## src/gpic_pkg.sv

```systemverilog
package gpic_pkg;
  // register byte addresses (printed offsets are not all multiples of four: index * 4)
  localparam logic [7:0] IDX_INT_DMA_EN   = 8'h03;
  localparam logic [7:0] IDX_MASK_HIGH    = 8'h11;
  localparam logic [7:0] IDX_MASK_LOW     = 8'h13;
  localparam logic [7:0] IDX_AUX_CMD      = 8'h17;
  localparam logic [7:0] IDX_ADDR_CFG     = 8'h19;
  localparam logic [7:0] IDX_SPOLL_REPLY  = 8'h1b;
  localparam logic [7:0] IDX_SEC_CAPTURE  = 8'h1d;
  localparam logic [7:0] IDX_LIVE_DATA    = 8'h1f;
  localparam logic [7:0] IDX_FLAGS        = 8'h21;
  localparam logic [9:0] ADDR_INT_DMA_EN  = {IDX_INT_DMA_EN, 2'b00};
  localparam logic [9:0] ADDR_MASK_HIGH   = {IDX_MASK_HIGH, 2'b00};
  localparam logic [9:0] ADDR_MASK_LOW    = {IDX_MASK_LOW, 2'b00};
  localparam logic [9:0] ADDR_AUX_CMD     = {IDX_AUX_CMD, 2'b00};
  localparam logic [9:0] ADDR_ADDR_CFG    = {IDX_ADDR_CFG, 2'b00};
  localparam logic [9:0] ADDR_SPOLL_REPLY = {IDX_SPOLL_REPLY, 2'b00};
  localparam logic [9:0] ADDR_SEC_CAPTURE = {IDX_SEC_CAPTURE, 2'b00};
  localparam logic [9:0] ADDR_LIVE_DATA   = {IDX_LIVE_DATA, 2'b00};
  localparam logic [9:0] ADDR_FLAGS       = {IDX_FLAGS, 2'b00};

  // field positions
  localparam int BIT_IE_GLOBAL = 7;
  localparam int BIT_IE_DMA1   = 1;
  localparam int BIT_IE_DMA0   = 0;
  localparam int BIT_AUX_SET   = 7;

  // auxiliary function codes, bits 4..0
  localparam logic [4:0] AUX_CHIP_RESET = 5'h00;
  localparam logic [4:0] AUX_ACCEPT_REL = 5'h01;
  localparam logic [4:0] AUX_READY_REL  = 5'h02;
  localparam logic [4:0] AUX_HOLD_ALL   = 5'h03;
  localparam logic [4:0] AUX_HOLD_EOI   = 5'h04;
  localparam logic [4:0] AUX_NBA_FALSE  = 5'h05;
  localparam logic [4:0] AUX_TRIGGER    = 5'h06;
  localparam logic [4:0] AUX_RTL        = 5'h07;
  localparam logic [4:0] AUX_SEND_EOI   = 5'h08;
  localparam logic [4:0] AUX_LISTEN     = 5'h09;
  localparam logic [4:0] AUX_TALK       = 5'h0a;
  localparam logic [4:0] AUX_STANDBY    = 5'h0b;
  localparam logic [4:0] AUX_TAKE_ASYNC = 5'h0c;
  localparam logic [4:0] AUX_TAKE_SYNC  = 5'h0d;
  localparam logic [4:0] AUX_PPOLL      = 5'h0e;
  localparam logic [4:0] AUX_IFC        = 5'h0f;
  localparam logic [4:0] AUX_REN        = 5'h10;
  localparam logic [4:0] AUX_REQ_CTRL   = 5'h11;
  localparam logic [4:0] AUX_REL_CTRL   = 5'h12;
  localparam logic [4:0] AUX_INT_GLOBAL = 5'h13;
  localparam logic [4:0] AUX_PASS_SEC   = 5'h14;
  localparam logic [4:0] AUX_SETTLE     = 5'h15;
  localparam logic [4:0] AUX_SHADOW     = 5'h16;

  // settle delay counts in module clock cycles
  localparam logic [3:0] SETTLE_LONG    = 4'd10;
  localparam logic [3:0] SETTLE_SHORT   = 4'd6;
  // trigger pulse width: one pclk cycle
  localparam logic [7:0] RESET_BYTE     = 8'h00;
  localparam logic [7:0] IFC_CHIP_RESET = 8'h00;
endpackage : gpic_pkg

```

## src/gpic_ctrl.sv

```systemverilog
`timescale 1ns/1ps
`default_nettype none
module gpic_ctrl #(
  parameter bit REDUCED = 1'b0
) (
  input  wire logic        pclk,
  input  wire logic        presetn,
  input  wire logic        psel,
  input  wire logic        penable,
  input  wire logic        pwrite,
  input  wire logic [11:0] paddr,
  input  wire logic [31:0] pwdata,
  output logic      [31:0] prdata,
  output logic             pready,
  output logic             pslverr,
  input  wire logic [7:0]  dio_in,
  input  wire logic        atn_in,
  input  wire logic        sec_cmd_valid,
  input  wire logic        data_byte_rcvd,
  input  wire logic        data_byte_eoi,
  input  wire logic        tct_decoded,
  input  wire logic [5:0]  status_high,
  input  wire logic [7:0]  status_low,
  output logic             irq,
  output logic             dma0_en,
  output logic             dma1_en,
  output logic             accept_release,
  output logic             sec_valid,
  output logic             ready_release,
  output logic             holdoff_active,
  output logic             nba_clear,
  output logic             trigger_out,
  output logic             rtl_flag,
  output logic             eoi_next,
  output logic             listen_state,
  output logic             talk_state,
  output logic             atn_drive,
  output logic             sync_take,
  output logic             ppoll_active,
  output logic             ifc_drive,
  output logic             ren_drive,
  output logic             ctrl_active,
  output logic [3:0]       source_settle_delay,
  output logic             shadow_hs,
  output logic [7:0]       addr_cfg,
  output logic [7:0]       spoll_reply,
  output logic [7:0]       ppoll_reply,
  output logic [7:0]       data_out,
  output logic             data_out_load,
  output logic             chip_reset
);
  logic [7:0] dio_s1_q, dio_s2_q, atn_s;
  logic       atn_s1_q, atn_s2_q;
  logic [7:0] ie_q, mask_hi_q, mask_lo_q, sec_q;
  logic       pass_armed_q, hold_all_q, hold_eoi_q, glob_ie_q, req_ctrl_q;
  logic       wr_acc, rd_acc, aux_stb, set_op;
  logic [4:0] func;
  logic [7:0] aux_byte;
  logic [9:0] word;
  logic       trigger_held;

  // decoded as byte address; the two top address bits are not decoded
  assign word     = paddr[9:0];
  assign wr_acc   = psel && penable && pwrite;
  assign rd_acc   = psel && penable && !pwrite;
  assign aux_byte = pwdata[7:0];
  assign aux_stb  = wr_acc && (word == gpic_pkg::ADDR_AUX_CMD);
  assign set_op   = aux_byte[gpic_pkg::BIT_AUX_SET];
  assign func     = aux_byte[4:0];
  assign atn_s    = {7'h00, atn_s2_q};

  // two-stage synchronisers for bus pins
  always_ff @(posedge pclk or negedge presetn) begin
    if (!presetn) begin
      dio_s1_q <= 8'h00;
      dio_s2_q <= 8'h00;
      atn_s1_q <= 1'b0;
      atn_s2_q <= 1'b0;
    end else begin
      dio_s1_q <= dio_in;
      dio_s2_q <= dio_s1_q;
      atn_s1_q <= atn_in;
      atn_s2_q <= atn_s1_q;
    end
  end

  // always ready: zero wait states; unmapped accesses and reads of write-only registers error
  always_ff @(posedge pclk or negedge presetn) begin
    if (!presetn) begin
      pready  <= 1'b0;
      pslverr <= 1'b0;
      prdata  <= 32'h0000_0000;
    end else begin
      pready  <= psel && !penable;
      pslverr <= 1'b0;
      prdata  <= 32'h0000_0000;
      if (psel && !penable) begin
        unique case (word)
          gpic_pkg::ADDR_SEC_CAPTURE: prdata <= pwrite ? 32'h0 : {24'h0, sec_q};
          gpic_pkg::ADDR_LIVE_DATA:   prdata <= pwrite ? 32'h0 : {24'h0, dio_s2_q};
          gpic_pkg::ADDR_FLAGS:       prdata <= {24'h0, atn_s[0], req_ctrl_q, hold_all_q,
                                                 hold_eoi_q, glob_ie_q, pass_armed_q, 2'b00};
          gpic_pkg::ADDR_INT_DMA_EN, gpic_pkg::ADDR_MASK_HIGH, gpic_pkg::ADDR_MASK_LOW,
          gpic_pkg::ADDR_AUX_CMD, gpic_pkg::ADDR_ADDR_CFG, gpic_pkg::ADDR_SPOLL_REPLY:
            pslverr <= !pwrite;
          default: pslverr <= 1'b1;
        endcase
      end
    end
  end

  // write-only configuration registers
  always_ff @(posedge pclk or negedge presetn) begin
    if (!presetn) begin
      ie_q        <= gpic_pkg::RESET_BYTE;
      mask_hi_q   <= gpic_pkg::RESET_BYTE;
      mask_lo_q   <= gpic_pkg::RESET_BYTE;
      addr_cfg    <= gpic_pkg::RESET_BYTE;
      spoll_reply <= gpic_pkg::RESET_BYTE;
      ppoll_reply <= gpic_pkg::RESET_BYTE;
      data_out    <= gpic_pkg::RESET_BYTE;
    end else if (chip_reset) begin
      ie_q      <= gpic_pkg::RESET_BYTE;
      mask_hi_q <= gpic_pkg::RESET_BYTE;
      mask_lo_q <= gpic_pkg::RESET_BYTE;
    end else if (wr_acc) begin
      unique case (word)
        // reduced variant keeps only bit 0
        gpic_pkg::ADDR_INT_DMA_EN:  ie_q <= REDUCED ? {7'h00, aux_byte[0]} : aux_byte;
        gpic_pkg::ADDR_MASK_HIGH:   mask_hi_q <= {2'b00, aux_byte[5:0]};
        gpic_pkg::ADDR_MASK_LOW:    mask_lo_q <= aux_byte;
        gpic_pkg::ADDR_ADDR_CFG:    addr_cfg <= aux_byte;
        gpic_pkg::ADDR_SPOLL_REPLY: spoll_reply <= aux_byte;
        gpic_pkg::ADDR_SEC_CAPTURE: ppoll_reply <= aux_byte;
        gpic_pkg::ADDR_LIVE_DATA:   data_out <= aux_byte;
        default: ;
      endcase
    end
  end

  // data-out load strobe
  always_ff @(posedge pclk or negedge presetn) begin
    if (!presetn) data_out_load <= 1'b0;
    else          data_out_load <= wr_acc && (word == gpic_pkg::ADDR_LIVE_DATA);
  end

  // enables and interrupt gating: bits 6..2 are stored in the full variant only, and steer nothing
  always_ff @(posedge pclk or negedge presetn) begin
    if (!presetn) begin
      dma0_en <= 1'b0;
      dma1_en <= 1'b0;
      irq     <= 1'b0;
    end else begin
      dma0_en <= ie_q[gpic_pkg::BIT_IE_DMA0];
      dma1_en <= ie_q[gpic_pkg::BIT_IE_DMA1];
      irq     <= ie_q[gpic_pkg::BIT_IE_GLOBAL] && glob_ie_q &&
                 (|(status_high & mask_hi_q[5:0]) || |(status_low & mask_lo_q));
    end
  end

  // secondary capture: armed by pass-through, caught from synced lines
  always_ff @(posedge pclk or negedge presetn) begin
    if (!presetn) begin
      sec_q        <= gpic_pkg::RESET_BYTE;
      pass_armed_q <= 1'b0;
    end else if (chip_reset) begin
      pass_armed_q <= 1'b0;
    end else if (aux_stb && func == gpic_pkg::AUX_PASS_SEC) begin
      pass_armed_q <= 1'b1;
    end else if (pass_armed_q && sec_cmd_valid) begin
      sec_q        <= dio_s2_q;
      pass_armed_q <= 1'b0;
    end
  end

  // one-cycle command strobes
  always_ff @(posedge pclk or negedge presetn) begin
    if (!presetn) begin
      accept_release <= 1'b0;
      sec_valid      <= 1'b0;
      ready_release  <= 1'b0;
      nba_clear      <= 1'b0;
    end else begin
      accept_release <= aux_stb && func == gpic_pkg::AUX_ACCEPT_REL;
      sec_valid      <= aux_stb && func == gpic_pkg::AUX_ACCEPT_REL && set_op;
      ready_release  <= aux_stb && func == gpic_pkg::AUX_READY_REL;
      nba_clear    <= aux_stb && func == gpic_pkg::AUX_NBA_FALSE;
    end
  end

  // chip reset: set by 128, cleared by 0; held as a level
  always_ff @(posedge pclk or negedge presetn) begin
    if (!presetn) chip_reset <= 1'b0;
    else if (aux_stb && func == gpic_pkg::AUX_CHIP_RESET) chip_reset <= set_op;
  end

  // holdoff modes and resulting holdoff
  always_ff @(posedge pclk or negedge presetn) begin
    if (!presetn) begin
      hold_all_q     <= 1'b0;
      hold_eoi_q     <= 1'b0;
      holdoff_active <= 1'b0;
    end else if (chip_reset) begin
      hold_all_q     <= 1'b0;
      hold_eoi_q     <= 1'b0;
      holdoff_active <= 1'b0;
    end else begin
      if (aux_stb && func == gpic_pkg::AUX_HOLD_ALL) hold_all_q <= set_op;
      if (aux_stb && func == gpic_pkg::AUX_HOLD_EOI) hold_eoi_q <= set_op;
      // a new byte wins over a release in the same cycle
      if (data_byte_rcvd && (hold_all_q || (hold_eoi_q && data_byte_eoi)))
        holdoff_active <= 1'b1;
      else if (aux_stb && func == gpic_pkg::AUX_READY_REL)
        holdoff_active <= 1'b0;
    end
  end

  // trigger: 134 holds it; 6 drops it if held, else pulses one cycle
  always_ff @(posedge pclk or negedge presetn) begin
    if (!presetn) trigger_out <= 1'b0;
    else if (aux_stb && func == gpic_pkg::AUX_TRIGGER)
      trigger_out <= set_op ? 1'b1 : !trigger_out;
    else if (!trigger_held) trigger_out <= 1'b0;
  end
  always_ff @(posedge pclk or negedge presetn) begin
    if (!presetn) trigger_held <= 1'b0;
    else if (aux_stb && func == gpic_pkg::AUX_TRIGGER) trigger_held <= set_op;
  end

  // persistent flags
  always_ff @(posedge pclk or negedge presetn) begin
    if (!presetn) begin
      rtl_flag     <= 1'b0;
      listen_state <= 1'b0;
      talk_state   <= 1'b0;
      ppoll_active <= 1'b0;
      ifc_drive    <= 1'b0;
      ren_drive    <= 1'b0;
      glob_ie_q    <= 1'b0;
      shadow_hs    <= 1'b0;
      source_settle_delay <= gpic_pkg::SETTLE_LONG;
    end else if (chip_reset) begin
      listen_state <= 1'b0;
      talk_state   <= 1'b0;
      ppoll_active <= 1'b0;
      ifc_drive    <= 1'b0;
    end else if (aux_stb) begin
      unique case (func)
        gpic_pkg::AUX_RTL:        rtl_flag <= set_op;
        gpic_pkg::AUX_LISTEN: begin
          listen_state <= set_op;
          if (set_op) talk_state <= 1'b0;
        end
        gpic_pkg::AUX_TALK: begin
          talk_state <= set_op;
          if (set_op) listen_state <= 1'b0;
        end
        gpic_pkg::AUX_PPOLL:      ppoll_active <= set_op;
        gpic_pkg::AUX_IFC:        ifc_drive <= set_op;
        gpic_pkg::AUX_REN:        ren_drive <= set_op;
        gpic_pkg::AUX_INT_GLOBAL: glob_ie_q <= !set_op;
        gpic_pkg::AUX_SHADOW:     shadow_hs <= set_op;
        gpic_pkg::AUX_SETTLE:
          source_settle_delay <= set_op ? gpic_pkg::SETTLE_SHORT : gpic_pkg::SETTLE_LONG;
        default: ;
      endcase
    end
  end

  // send EOI with the next outgoing byte, consumed by the data-out load
  always_ff @(posedge pclk or negedge presetn) begin
    if (!presetn) eoi_next <= 1'b0;
    else if (aux_stb && func == gpic_pkg::AUX_SEND_EOI) eoi_next <= 1'b1;
    else if (data_out_load) eoi_next <= 1'b0;
  end

  // controller: ATN ownership and control pass
  always_ff @(posedge pclk or negedge presetn) begin
    if (!presetn) begin
      atn_drive   <= 1'b0;
      sync_take   <= 1'b0;
      ctrl_active <= 1'b0;
      req_ctrl_q  <= 1'b0;
    end else if (chip_reset) begin
      atn_drive   <= 1'b0;
      sync_take   <= 1'b0;
      ctrl_active <= 1'b0;
      req_ctrl_q  <= 1'b0;
    end else if (aux_stb) begin
      unique case (func)
        gpic_pkg::AUX_STANDBY:    atn_drive <= 1'b0;
        gpic_pkg::AUX_TAKE_ASYNC: begin
          atn_drive <= 1'b1;
          sync_take <= 1'b0;
        end
        gpic_pkg::AUX_TAKE_SYNC: begin
          atn_drive <= 1'b1;
          sync_take <= 1'b1;
        end
        gpic_pkg::AUX_REQ_CTRL:   req_ctrl_q <= tct_decoded;
        gpic_pkg::AUX_REL_CTRL: begin
          atn_drive   <= 1'b0;
          ctrl_active <= 1'b0;
        end
        default: ;
      endcase
    end else if (req_ctrl_q && !atn_s2_q) begin
      // wait for the old controller to drop ATN, then take over
      req_ctrl_q  <= 1'b0;
      ctrl_active <= 1'b1;
    end
  end
endmodule : gpic_ctrl
`default_nettype wire

```

## config.mk

```make
export PLATFORM = sky130hd
export DESIGN_NAME = gpic_ctrl
export DESIGN_NICKNAME = d
export VERILOG_FILES = /design/src/gpic_pkg.sv /design/src/gpic_ctrl.sv
export SDC_FILE = /design/constraint.sdc
export NUM_CORES = 1
export LEC_CHECK = 0
export ABC_CLOCK_PERIOD_IN_PS = 1630
export BUFFER_PORTS_ARGS = -buffer_cell sky130_fd_sc_hd__buf_2
export CAP_MARGIN = 10
export CORE_ASPECT_RATIO = 0.7
export CORE_UTILIZATION = 45
export DETAILED_ROUTE_END_ITERATION = 7
export PLACE_DENSITY = 0.75
export SETUP_SLACK_MARGIN = 0.3
export SLEW_MARGIN = 40
export SYNTH_ARGS = -nofsm -noshare
export SYNTH_HDL_FRONTEND = slang
export SYNTH_SLANG_ARGS = --single-unit
```

## constraint.sdc

```tcl
create_clock -name pclk -period 1.63 [get_ports pclk]
set_input_delay 0.163 -clock pclk [delete_from_list [all_inputs] [get_ports pclk]]
set_output_delay 0.163 -clock pclk [all_outputs]
set_load 0.05 [all_outputs]
```

==> summary.txt <==
Global routing
  – Vias in the first global route: 4068
  – Initial antenna violation count: 0
  – Largest net degree at the start of global routing: 53
  – GRT Resource Usage Total: 24.7%
  – Total grt overflow: 0
  – First-pass GRT wire length: 21400 um

Route
  – Post-DR vias/cell: 5.43
  – Antenna Violating Nets Remaining: 0
  – Detailed Route Iter0 Violations: 341
  – Via count: 4054
  – WL/cell: 18.6 um
  – Final WL: 13900 um
  – Length of the first detailed-routing pass in iterations: 5
  – DRC: 0

CTS
  – CTS Sinks: 115
  – TritonCTS clock tree: built
  – Clk buf depth: 2
  – Root Driver: clkbuf_16
  – H-tree Lvls: 4
  – CTS Buf Count: 17
  – Clk_lat worst skew: 410 ps
  – Reg clk slew, reported paths: 50 ps

Worst setup path
  – RR Endpoint: ppoll_reply[0]$_DFFE_PN0P_
  – Worst setup startpoint: chip_reset$_DFFE_PN0P_
  – Cell chain of the critical path: and4b_2 -> or4b_4 -> buf_6 -> mux2_4
  – Crit path capture: ppoll_reply[0]$_DFFE_PN0P_
  – Arrival @ worst endpoint: 2080 ps
  – CP endpoint kind: flop
  – Critical Setup Path Class: reg2reg
  – Crit-path max cell delay: 470 ps
  – Worst-path maximum fanout: 8
  – R2R cell count: 4
  – CP max-delay cell: or4b_4
  – Type of origin of the critical path: flop
  – R2R Setup Slk: -160 ps
  – FF-to-FF Start: chip_reset$_DFFE_PN0P_
  – Worst Path Required: 1920 ps

Run status
  – Outcome: finished with violations
  – Failing checks: negative setup slack

Timing
  – Tcrit/Tclk final: 110%
  – Max Slew Vio Count: 0
  – Fmax: 558 MHz
  – Final WS setup: -161 ps
  – Final Hold Vio Count: 0
  – Clock Skews: 11.7 ps
  – Setup violators final: 25
  – RSZ-0062 raised after global routing: true
  – Minimum clock period: 1790 ps

Synth
  – Netlist Area Pre-Place: 4980 sq um
  – Synth warn: 0
  – Mapped Avg Cell Area: 12.6 sq um
  – Asr flop ratio synth: 100%
  – Post-Synthesis Cells: 396
  – Sequential-to-total area share from yosys stat: 57.8%
  – Netlist cell types: 60
  – EDFF count, synth: 0
  – Top FF cell, synth: dfrtp_1
  – Post-synthesis register bit count: 115

Pwr
  – Final Total Pwr: 0.00690 W
  – PwrDens: 945 nW/um^2
  – Maximum vdd drop: 0.000930 V
  – Leak: 3.73 nW

Final layout
  – Non-filler instance count after layout: 747
  – Fraction of layout cells with a size suffix above 1: 51.9%
  – Nets: 666
  – Area grow syn2layout: 46.6%
  – Fin area: 7300 sq um
  – ANT cells: 0

Die
  – DIE HEIGHT: 90.0 um
  – Io pins: 168
  – DIE AREA: 11500 sq um
  – Core Area: 10600 sq um
  – Die W: 128 um
  – Starting Density: 47.2%
  – Cell Rows: 31

Worst hold path
  – Worst min-delay path class: in2reg

Job
  – Max cap viols: 0

Place
  – Hpwl dp: 9190 um
  – Placer Congestion: 0.843
  – Dpl cells: 693
  – I/O Buffers: 115
  – Area post-placement: 6210 sq um
==> registers in the layout, summed over array words and instances, names as in the netlist, 2 cells and up <==
register and cells:
ppoll_reply 8, sec_q 8, ie_q 3, spoll_reply 8, addr_cfg 8, prdata 8, source_settle_delay 2, mask_hi_q 6
data_out 8, dio_s1_q 8, mask_lo_q 8, dio_s2_q 8
==> worst min path at each step <==
stage	from	to	cells after the start
2_1_floorplan	presetn	accept_release$_DFF_PN0_	0
3_3_place_gp	presetn	irq$_DFF_PN0_	1
3_5_place_dp	presetn	irq$_DFF_PN0_	1
4_1_cts	data_byte_rcvd	holdoff_active$_DFFE_PN0P_	3
5_1_grt	data_byte_rcvd	holdoff_active$_DFFE_PN0P_	3
6_report	data_byte_rcvd	holdoff_active$_DFFE_PN0P_	3
==> logic make-up after synthesis <==
logic type | synth area share, %
multiplexers | 14.8
AND/OR/NAND/NOR | 12.5
AO/OA/AOI/OAI | 8.39
flip-flops | 57.8
buffers and inverters | 6.28
other | 0.151
==> report_power, final <==
part | internal (W) | switching, W | leakage (nW)
Clock | 0.00227 | 0.00121 | 0.274
Sequential | 0.00289 | 0.0000113 | 1.55
Combinational | 0.000157 | 0.000364 | 1.91
==> synth_stat cells (5+ instances only) <==
cell type | n | area share, %
inv_1 | 6 | 0.45
or4_1 | 5 | 0.75
o2bb2ai_1 | 6 | 1.1
dfrtp_1 | 114 | 57
nor4_1 | 6 | 0.75
clkbuf_1 | 14 | 1.1
o31ai_1 | 6 | 0.90
buf_2 | 7 | 0.70
a22o_1 | 10 | 1.8
nand3_1 | 9 | 0.90
mux2_2 | 39 | 8.8
nor3_1 | 10 | 1.0
or3_1 | 6 | 0.75
nor2_1 | 10 | 0.75
nand2_1 | 25 | 1.9
mux2i_1 | 18 | 3.6
buf_4 | 26 | 3.9
a21oi_1 | 7 | 0.70
mux2_4 | 8 | 2.4
==> repair_timing <==
action                     4_1_cts  5_1_grt
hold buffers                    10        0
setup endpoints to repair       70       70
hold endpoints to repair       100        0
resized for setup               31       41
gates cloned                     1        0
pin swaps                        5       16
setup buffers                    4       11
==> layout by cell type, fill, tap and decap left out, types with 5 or more instances in the layout <==
| cell type | instances |
|---|---|
| buf_2 | 111 |
| a22o_1 | 10 |
| nand3_1 | 8 |
| o2bb2ai_2 | 5 |
| nor2_1 | 10 |
| clkbuf_16 | 17 |
| mux2_2 | 13 |
| nor3_1 | 6 |
| buf_12 | 12 |
| buf_4 | 59 |
| inv_1 | 5 |
| nand2_1 | 25 |
| mux2i_1 | 18 |
| dfrtp_1 | 113 |
| conb_1 | 26 |
| o31ai_1 | 5 |
| buf_6 | 7 |
| dlygate4sd3_1 | 10 |
| mux2_4 | 34 |
| clkinv_2 | 5 |
==> worst max-delay path: cells and delay by family, from the launching register on <==
family,cells,cell delay (ps)
buf+inv,1,170
flops,1,410
simple gates,2,780
mux,1,300
==> through the flow <==
stage / util [%] / hold WS [ps] / TNS [ps] / worst slack, ps
2_1_floorplan: - / -133 / -6390 / -323
3_3_place_gp: 58.8 / 68.7 / -5520 / -206
3_5_place_dp: 58.8 / 74.3 / -6440 / -224
4_1_cts: 66.5 / 22.0 / -2560 / -151
5_1_grt: 69.2 / 23.1 / -4060 / -198
6_report: 69.2 / 27.4 / -2560 / -161
==> layout make-up <==
type	count	area (sq um)
Fill cell	756	3250
Multi-Input combinational cell	250	2220
Clock inverter	7	85.1
Tap cell	148	185
Clock buffer	21	460
Sequential cell	115	2880
Timing Repair Buffer	200	1430
Inverter	6	35.0
==> routing by layer <==
layer  GRT usage (%)  vias to the layer above  routed length [um]
li1                -                     1771                   -
met1            34.2                     2076                6190
met2            38.0                      181                6560
met3            6.07                       26                 930
met4            8.53                        0                 244
met5               0                        -                   0
(Power assumes the default switching activity.)
